==> src/inc/hms_regs.svh <==
/*
 * Register offsets, field positions, reset values and cycle counts of the
 * halt mode sequencer.
 * Assumes a 32-bit APB with byte addresses, one aligned word per register.
 */
`ifndef HMS_REGS_SVH
`define HMS_REGS_SVH

`define HMS_ADDR_MAIN_CLK       8'h00
`define HMS_ADDR_AWU_CS         8'h04
`define HMS_ADDR_AWU_PRESC      8'h08
`define HMS_ADDR_OPTION         8'h0C
`define HMS_ADDR_STATUS         8'h10

`define HMS_BIT_RTC_IRQ_EN      0
`define HMS_BIT_AWU_EN          0
`define HMS_BIT_AWU_MEAS        1
`define HMS_BIT_AWU_FLAG        2
`define HMS_BIT_OPT_LONG        0
`define HMS_BIT_OPT_WDG         1

`define HMS_PRESC_RESET         8'hFF
`define HMS_PRESC_ZERO          8'h00
`define HMS_OPT_LONG_RESET      1'b1
`define HMS_OPT_WDG_RESET       1'b0

`define HMS_HALT_OPCODE         8'h8E
`define HMS_MASK_ENABLED        2'h2

`define HMS_STAB_SHORT          13'h0100
`define HMS_STAB_LONG           13'h1000
`define HMS_CNT_ONE             13'h0001

`define HMS_AWU_DIV_LAST        6'h3F
`define HMS_RC_STRT_TICKS       4'h4
`define HMS_PRESC_ONE           8'h01

`endif

==> src/inc/hms_pkg.sv <==
/*
 * Types shared by the halt mode sequencer and its wake-up timer.
 * Assumes hms_regs.svh supplies the numeric constants.
 */
package hms_pkg;

    typedef enum logic [2:0] {
        HMS_RUN    = 3'b000,
        HMS_HALT   = 3'b001,
        HMS_AHALT  = 3'b010,
        HMS_AWHALT = 3'b011,
        HMS_STAB   = 3'b100
    } hms_state_t;

    typedef enum logic [1:0] {
        HMS_AWU_IDLE  = 2'b00,
        HMS_AWU_START = 2'b01,
        HMS_AWU_COUNT = 2'b10,
        HMS_AWU_DONE  = 2'b11
    } hms_awu_state_t;

endpackage : hms_pkg

==> src/inc/hms_awu_if.sv <==
/*
 * Link between the sequencer and its auto wake-up timer.
 * Assumes both ends run on pclk.
 */
`timescale 1ns/1ps

interface hms_awu_if;
    logic       run;
    logic       measure;
    logic [7:0] prescaler;
    logic       rc_tick;
    logic       expired;
    logic       rc_on;
    logic       capture;

    modport ctrl  (output run, output measure, output prescaler, output rc_tick,
                   input expired, input rc_on, input capture);
    modport timer (input run, input measure, input prescaler, input rc_tick,
                   output expired, output rc_on, output capture);
endinterface : hms_awu_if

==> src/hms_awu.sv <==
/*
 * Auto wake-up timer: RC start-up wait, fixed divide by 64, then the
 * programmable prescaler; also the measurement route to the timer capture.
 * Assumes rc_tick is a one-cycle pulse per RC period, synchronous to pclk.
 */
`timescale 1ns/1ps
`include "hms_regs.svh"

module hms_awu (
    input  wire logic pclk,
    input  wire logic presetn,
    hms_awu_if.timer  awu
);
    import hms_pkg::*;

    typedef struct packed {
        hms_awu_state_t st;
        logic [3:0]     strt;
        logic [5:0]     div;
        logic [7:0]     presc;
        logic           expired;
        logic           rc_on;
        logic           capture;
    } hms_awu_regs_t;

    hms_awu_regs_t s;
    hms_awu_regs_t next_s;

    always_comb begin
        next_s = s;
        next_s.expired = 1'b0;
        case (s.st)
            HMS_AWU_IDLE: begin
                if (awu.run) begin
                    next_s.st   = HMS_AWU_START;
                    next_s.strt = `HMS_RC_STRT_TICKS;
                end
            end
            HMS_AWU_START: begin
                if (awu.rc_tick) begin
                    next_s.strt = s.strt - 4'h1;
                    if (s.strt == 4'h1) begin
                        next_s.st    = HMS_AWU_COUNT;
                        next_s.div   = 6'h00;
                        next_s.presc = awu.prescaler;
                    end
                end
            end
            HMS_AWU_COUNT: begin
                if (awu.rc_tick) begin
                    next_s.div = s.div + 6'h01;
                    if (s.div == `HMS_AWU_DIV_LAST) begin
                        next_s.presc = s.presc - 8'h01;
                        if (s.presc == `HMS_PRESC_ONE) begin
                            next_s.st      = HMS_AWU_DONE;
                            next_s.expired = 1'b1;
                        end
                    end
                end
            end
            HMS_AWU_DONE: begin
                next_s.st = HMS_AWU_DONE;
            end
            default: next_s.st = HMS_AWU_IDLE;
        endcase
        if (!awu.run) begin
            next_s.st = HMS_AWU_IDLE;
        end
        next_s.rc_on   = (next_s.st != HMS_AWU_IDLE) | awu.measure;
        next_s.capture = awu.measure & awu.rc_tick;
    end

    always_ff @(posedge pclk or negedge presetn) begin
        if (!presetn) begin
            s <= '0;
        end else begin
            s <= next_s;
        end
    end

    assign awu.expired = s.expired;
    assign awu.rc_on   = s.rc_on;
    assign awu.capture = s.capture;

endmodule : hms_awu

==> src/hms_top.sv <==
/*
 * Halt mode sequencer: stop mode choice, clock gating, wake-up and
 * oscillator stabilisation, APB registers and the auto wake-up timer.
 * Assumes the CPU core pulses opcode_valid with each fetched opcode and
 * obeys cpu_hold, mask_force and the resume pulses.
 */
// Chosen here: register access over APB and the address map.
// How it works
// - Halt with both enables clear: plain halt.
// - Halt with RTC interrupt enabled: active halt.
// - Halt with only auto wake-up enabled: wake-up halt.
// - Wake restarts oscillator, holds CPU 256/4096.
// - After wait, resume interrupt or reset vector.
// - Entry forces mask to 10b; pending wakes.
// - Plain/wake-up halt stop oscillator and peripherals.
// - Watchdog option may turn halt into reset.
// - Active halt keeps oscillator and RTC counter.
// - Active halt exit; wait only after reset.
// - Active halt never gives watchdog reset.
// - Wake-up halt starts RC oscillator and prescaler.
// - Expiry sets flag, interrupts, stabilises, services.
// - AWU control/status read clears flag and request.
// - Measure bit routes RC clock to capture.
// - Wake-up halt exits like plain halt.
// - Opcode 8E is the halt instruction.
// - Delay is 64 times prescaler plus start-up.
// - Prescaler resets to all ones.
// - Zero prescaler write is ignored.
`timescale 1ns/1ps
`include "hms_regs.svh"

module hms_top (
    input  wire logic        pclk,
    input  wire logic        presetn,
    input  wire logic        psel,
    input  wire logic        penable,
    input  wire logic        pwrite,
    input  wire logic [7:0]  paddr,
    input  wire logic [31:0] pwdata,
    output logic [31:0]      prdata,
    output logic             pready,
    output logic             pslverr,
    input  wire logic [7:0]  opcode,
    input  wire logic        opcode_valid,
    input  wire logic        wake_irq,
    input  wire logic        rtc_irq,
    input  wire logic        wake_reset,
    input  wire logic        watchdog_enabled,
    input  wire logic        rc_tick,
    output hms_pkg::hms_state_t mode,
    output logic             cpu_hold,
    output logic             main_osc_on,
    output logic             periph_clk_en,
    output logic             rtc_counter_clk_en,
    output logic             mask_force,
    output logic [1:0]       interrupt_mask_bits,
    output logic             watchdog_reset_req,
    output logic             autowake_irq,
    output logic             resume_irq,
    output logic             resume_reset_vector,
    output logic             rc_osc_on,
    output logic             timer_capture_input_one
);
    import hms_pkg::*;

    typedef struct packed {
        hms_state_t  st;
        logic [12:0] cnt;
        logic        by_reset;
        logic        rtc_irq_enable;
        logic        autowake_enable;
        logic        autowake_measure;
        logic        autowake_flag;
        logic [7:0]  autowake_prescaler;
        logic        opt_long;
        logic        watchdog_halt_option;
        logic [31:0] prdata;
        logic        pready;
        logic        pslverr;
        logic        cpu_hold;
        logic        main_osc_on;
        logic        periph_clk_en;
        logic        rtc_counter_clk_en;
        logic        mask_force;
        logic [1:0]  mask_bits;
        logic        wdg_rst;
        logic        res_irq;
        logic        res_rst;
        logic        rc_osc_on;
        logic        capture;
    } hms_regs_t;

    hms_regs_t s;
    hms_regs_t next_s;
    hms_awu_if awu ();

    function automatic logic [12:0] stab_len(input logic long_wait);
        stab_len = long_wait ? `HMS_STAB_LONG : `HMS_STAB_SHORT;
    endfunction : stab_len

    logic setup;
    logic wr_done;
    logic rd_clr;
    logic halt_fetch;
    logic wdg_blocks;

    assign setup      = psel & ~penable;
    assign wr_done    = psel & penable & s.pready & pwrite & ~s.pslverr;
    assign rd_clr     = psel & penable & s.pready & ~pwrite
                        & (paddr == `HMS_ADDR_AWU_CS);
    assign halt_fetch = opcode_valid & (opcode == `HMS_HALT_OPCODE);
    assign wdg_blocks = watchdog_enabled & ~s.rtc_irq_enable
                        & ~s.watchdog_halt_option;

    assign awu.run       = (s.st == HMS_AWHALT);
    assign awu.measure   = s.autowake_measure & (s.st == HMS_RUN);
    assign awu.prescaler = s.autowake_prescaler;
    assign awu.rc_tick   = rc_tick;

    hms_awu u_awu (
        .pclk    (pclk),
        .presetn (presetn),
        .awu     (awu.timer)
    );

    always_comb begin
        next_s = s;
        next_s.mask_force = 1'b0;
        next_s.wdg_rst    = 1'b0;
        next_s.res_irq    = 1'b0;
        next_s.res_rst    = 1'b0;
        next_s.pready     = 1'b0;
        next_s.pslverr    = 1'b0;
        // APB: answer one cycle after setup
        if (setup) begin
            next_s.pready = 1'b1;
            next_s.prdata = 32'h0000_0000;
            case (paddr)
                `HMS_ADDR_MAIN_CLK:
                    next_s.prdata[`HMS_BIT_RTC_IRQ_EN] = s.rtc_irq_enable;
                `HMS_ADDR_AWU_CS: begin
                    next_s.prdata[`HMS_BIT_AWU_EN]   = s.autowake_enable;
                    next_s.prdata[`HMS_BIT_AWU_MEAS] = s.autowake_measure;
                    next_s.prdata[`HMS_BIT_AWU_FLAG] = s.autowake_flag | awu.expired;
                end
                `HMS_ADDR_AWU_PRESC:
                    next_s.prdata[7:0] = s.autowake_prescaler;
                `HMS_ADDR_OPTION: begin
                    next_s.prdata[`HMS_BIT_OPT_LONG] = s.opt_long;
                    next_s.prdata[`HMS_BIT_OPT_WDG]  = s.watchdog_halt_option;
                end
                `HMS_ADDR_STATUS:
                    next_s.prdata[2:0] = s.st;
                default:
                    next_s.pslverr = 1'b1;
            endcase
        end
        if (wr_done) begin
            case (paddr)
                `HMS_ADDR_MAIN_CLK:
                    next_s.rtc_irq_enable = pwdata[`HMS_BIT_RTC_IRQ_EN];
                `HMS_ADDR_AWU_CS: begin
                    next_s.autowake_enable  = pwdata[`HMS_BIT_AWU_EN];
                    next_s.autowake_measure = pwdata[`HMS_BIT_AWU_MEAS];
                end
                `HMS_ADDR_AWU_PRESC: begin
                    if (pwdata[7:0] != `HMS_PRESC_ZERO) begin
                        next_s.autowake_prescaler = pwdata[7:0];
                    end
                end
                `HMS_ADDR_OPTION: begin
                    next_s.opt_long             = pwdata[`HMS_BIT_OPT_LONG];
                    next_s.watchdog_halt_option = pwdata[`HMS_BIT_OPT_WDG];
                end
                default: next_s.opt_long = s.opt_long;
            endcase
        end
        // Flag: expiry wins over the clearing read
        next_s.autowake_flag = (s.autowake_flag & ~rd_clr) | awu.expired;
        // Mode sequencing
        case (s.st)
            HMS_RUN: begin
                if (halt_fetch) begin
                    if (wdg_blocks) begin
                        next_s.wdg_rst = 1'b1;
                    end else begin
                        next_s.mask_force = 1'b1;
                        next_s.mask_bits  = `HMS_MASK_ENABLED;
                        if (s.rtc_irq_enable) begin
                            next_s.st = HMS_AHALT;
                        end else if (s.autowake_enable) begin
                            next_s.st = HMS_AWHALT;
                        end else begin
                            next_s.st = HMS_HALT;
                        end
                    end
                end
            end
            HMS_HALT, HMS_AWHALT: begin
                if (wake_reset) begin
                    next_s.st       = HMS_STAB;
                    next_s.by_reset = 1'b1;
                    next_s.cnt      = stab_len(s.opt_long);
                end else if (wake_irq | s.autowake_flag | awu.expired) begin
                    next_s.st       = HMS_STAB;
                    next_s.by_reset = 1'b0;
                    next_s.cnt      = stab_len(s.opt_long);
                end
            end
            HMS_AHALT: begin
                if (wake_reset) begin
                    next_s.st       = HMS_STAB;
                    next_s.by_reset = 1'b1;
                    next_s.cnt      = stab_len(s.opt_long);
                end else if (wake_irq | rtc_irq | s.autowake_flag) begin
                    next_s.st      = HMS_RUN;
                    next_s.res_irq = 1'b1;
                end
            end
            HMS_STAB: begin
                next_s.cnt = s.cnt - `HMS_CNT_ONE;
                if (s.cnt == `HMS_CNT_ONE) begin
                    next_s.st      = HMS_RUN;
                    next_s.res_irq = ~s.by_reset;
                    next_s.res_rst = s.by_reset;
                end
            end
            default: next_s.st = HMS_RUN;
        endcase
        // Main clock gating follows the coming state; rc_osc_on and capture copy the timer outputs
        next_s.cpu_hold           = (next_s.st != HMS_RUN);
        next_s.main_osc_on        = (next_s.st != HMS_HALT)
                                    & (next_s.st != HMS_AWHALT);
        next_s.periph_clk_en      = (next_s.st == HMS_RUN);
        next_s.rtc_counter_clk_en = (next_s.st == HMS_RUN)
                                    | (next_s.st == HMS_AHALT);
        next_s.rc_osc_on          = awu.rc_on;
        next_s.capture            = awu.capture;
    end

    always_ff @(posedge pclk or negedge presetn) begin
        if (!presetn) begin
            s                      <= '0;
            s.autowake_prescaler   <= `HMS_PRESC_RESET;
            s.opt_long             <= `HMS_OPT_LONG_RESET;
            s.watchdog_halt_option <= `HMS_OPT_WDG_RESET;
            s.main_osc_on          <= 1'b1;
            s.periph_clk_en        <= 1'b1;
            s.rtc_counter_clk_en   <= 1'b1;
        end else begin
            s <= next_s;
        end
    end

    assign prdata                  = s.prdata;
    assign pready                  = s.pready;
    assign pslverr                 = s.pslverr;
    assign mode                    = s.st;
    assign cpu_hold                = s.cpu_hold;
    assign main_osc_on             = s.main_osc_on;
    assign periph_clk_en           = s.periph_clk_en;
    assign rtc_counter_clk_en      = s.rtc_counter_clk_en;
    assign mask_force              = s.mask_force;
    assign interrupt_mask_bits     = s.mask_bits;
    assign watchdog_reset_req      = s.wdg_rst;
    assign autowake_irq            = s.autowake_flag;
    assign resume_irq              = s.res_irq;
    assign resume_reset_vector     = s.res_rst;
    assign rc_osc_on               = s.rc_osc_on;
    assign timer_capture_input_one = s.capture;

    logic run_halt;
    assign run_halt = (s.st == HMS_RUN) & halt_fetch & ~wdg_blocks;
endmodule : hms_top

==> config.mk <==
export PLATFORM = sky130hd
export DESIGN_NAME = hms_top
export DESIGN_NICKNAME = d
export VERILOG_FILES = /design/src/inc/hms_pkg.sv /design/src/inc/hms_awu_if.sv /design/src/hms_awu.sv /design/src/hms_top.sv
export VERILOG_INCLUDE_DIRS = /design/src /design/src/inc
export SDC_FILE = /design/constraint.sdc
export NUM_CORES = 1
export LEC_CHECK = 0
export CORE_ASPECT_RATIO = 1.4
export CORE_MARGIN = 5
export CORE_UTILIZATION = 43
export CTS_CLUSTER_SIZE = 20
export DETAILED_ROUTE_END_ITERATION = 7
export DONT_BUFFER_PORTS = 1
export PLACE_DENSITY = 0.61
export SETUP_SLACK_MARGIN = 0.1
export SKIP_LAST_GASP = 1
export SLEW_MARGIN = 20
export SYNTH_ARGS = -nofsm -noshare
export SYNTH_HDL_FRONTEND = slang
export SYNTH_SLANG_ARGS = --single-unit
==> constraint.sdc <==
create_clock -name pclk -period 2.5 [get_ports pclk]
set_input_delay 0.25 -clock pclk [delete_from_list [all_inputs] [get_ports pclk]]
set_output_delay 0.25 -clock pclk [all_outputs]
set_load 0.01 [all_outputs]
==> run metrics <==
Yosys top cell area share 0.3924; R2R Setup Slk ~320 ps; pin count of the biggest net entering global routing 76; Tmin final 2184 ps; Hold WC Path Type primary input to flop; clock skew 6.766 ps; Worst EP arrival 2380 ps; core area 9080 sq um; final setup vio count 0; Row Count 41; Max Clock Freq 457.9 MHz; DRT antenna net count 0; Hold Fails Final Rpt 0; Worst slew margin 0.6041; synth top area cells dfrtp_1 39%, dfstp_2 7.8%, buf_4 6.9%; wire per inst 17.13 microns; Crit Path Class flop to flop; setup TNS 0 ps; # clock sinks between 70 and 80; launch point of the worst path u_awu.s[18]; FF-to-FF End u_awu.s[4]; max_cap viols 0; clock root buffer master clkbuf_16; Slew @ Worst Pin 591.2 ps; PortBufs 0; GPL Wtd Cong 0.8342; Top FF cell, synth dfrtp_1; Post-CTS Hold Fix Bufs 2; via count 2800; Netlist cell types 60; top cells by count, synth 63 x dfrtp_1, 37 x buf_4, 33 x nand2_1, 30 x nor2_1, 29 x o21ai_0; Inst Count DP approximately 490; HPWL Detailed 6280 microns; crit path cell chain inv_1 > ha_1 > nor4bb_1 > a21o_1 > o211ai_1 > a211oi_1 > a21oi_1; Reg2Reg Launch Point u_awu.s[18]; synth warn 0; post-synth top area cell dfrtp_1; Synth Register Bits between 70 and 80; DRT met1 WL 3504 microns; TritonCTS Buffers 9; end of the critical path u_awu.s[4]; Peak VDD IR 0.0004817 V; FFs w/ async S/R, synth 1.000; vias in the first global route 2785; most frequent cell after synthesis dfrtp_1; initial antenna violation count 0; Post-Route WL around 8700 microns; slowest CP cell nor4bb_1; Routed met3 length approximately 380 microns; Max Slew Vio Count 0; Worst Setup End Kind flop; CP max FO 7; die width 91.70 microns; Met2 Routed Length 4674 microns; register area share after synthesis 0.4709; Worst-path clk slew ~60 ps; drt pass-1 iters 4; Power Dens Cells roughly 600 nW/um^2; reg2reg path depth 7; Tcrit/Tclk final 0.8736; antenna cells 0; area delta synth->final 6.104%; Required @ worst endpoint 2690 ps; grt ovf 0; DR iter-0 viols 118; Final nets 459; Clock Latency Late Sink approximately 330 ps; first-pass GRT wire length 14320 microns; syn avg cell area 9.969 sq um; Vias/cell 5.545; I/O pin total roughly 110; final cell count without fillers 505; top sig layer met4; Tot GR Track Use 0.1567; Clock Tree Buf Depth 2; outcome finished, final reports clean; Post-Syn Area 4018 sq um; drt drc 0; CP peak stage delay ~500 ps; Leak 1.848 nW; startpoint types flop; die area 11400 sq um; CTS tree yes; initial core utilization 0.4425; chip height approximately 120 microns; Post-Synthesis Cells 403; Post-synth EDFFs 0; RSZ-0062 raised after global routing no; htree depth 3; layout cells sized above 1 0.1432; Setup Fix Bufs, Post-CTS 0; # resized after CTS 0
[power breakdown]
group / internal [W] / leakage, nW / switching (W)
clock network: 0.000780 / 0.146 / 0.000472
registers: 0.00122 / 0.939 / 0.00000464
logic: 0.0000233 / 0.763 / 0.0000591
[layer usage]
metal,up-vias,global-route usage
met5,-,0
met1,1377,0.1844
li1,1351,-
met3,10,0.04471
met2,62,0.2721
met4,0,0.05162
[cell families after synthesis]
group | synth area share
buf+inv | 0.09654
fa+ha+maj | 0.02180
flops | 0.4709
compound gates | 0.1339
xor+xnor | 0.02398
other cells | 0.0009334
mux | 0.05450
simple gates | 0.1974
[cell usage in the layout (no fill, tap or decap), types with 3 or more instances in the layout]
cell type / n
clkbuf_16: 9
a22oi_1: 4
and3_1: 3
inv_1: 13
dfrtp_1: 63
dfstp_2: 12
mux2_4: 8
and3_2: 3
nand2b_1: 7
nor4_1: 8
o31ai_1: 3
clkbuf_8: 4
or3_1: 4
ha_1: 7
nor2_1: 30
or4_1: 3
nand4_1: 3
o21ai_0: 29
conb_1: 25
nor3b_1: 3
mux2_2: 5
nor2b_1: 7
xnor2_1: 9
nor3_1: 15
a21o_1: 3
buf_4: 4
nand2_1: 33
nand3_1: 6
a22o_1: 7
a21oi_1: 19
o211ai_1: 4
[critical path: cells and delay by family, from the launching register on]
family	cells	cell delay (ps)
compound gates	4	910
simple gates	1	490
fa+ha+maj	1	150
flops	1	380
buf+inv	1	120
[sequential cells by signal, indices dropped and copies added (netlist names), 3 cells and up]
name,count
u_awu.s,20
s,19
awu.prescaler,8
prdata,8
mode,3
[cell type report]
cell class	instances	area, sq um
Clock buffer	15	287.8
Clock inverter	1	5.005
Fill cell	863	4817
Inverter	13	48.80
Multi-Input combinational cell	288	1828
Sequential cell	75	1892
Tap cell	107	133.9
Timing Repair Buffer	6	67.56
[how the worst min path moves through the flow]
stage,from,to,depth (start not counted)
6_report,rc_tick,u_awu.s[3],1
5_1_grt,rc_tick,u_awu.s[3],1
4_1_cts,rc_tick,u_awu.s[3],1
3_5_place_dp,presetn,timer_capture_input_one,0
3_3_place_gp,presetn,mode[0],0
2_1_floorplan,presetn,autowake_irq,0
[through the flow]
stage	hold WS, ps	worst slack, ps	cell area [sq um]	util	power [W]
6_report	37.62	316.1	4263	0.4695	0.002559
5_1_grt	29.60	127.9	4263	0.4695	0.002664
4_1_cts	19.51	350.3	4263	0.4695	0.002596
3_5_place_dp	-43.23	343.2	3933	0.4331	0.001298
3_3_place_gp	-42.91	439.6	3933	0.4331	0.001297
2_1_floorplan	-45.59	670.6	4108	-	0.001330
Power figures use the tool's default switching activity.
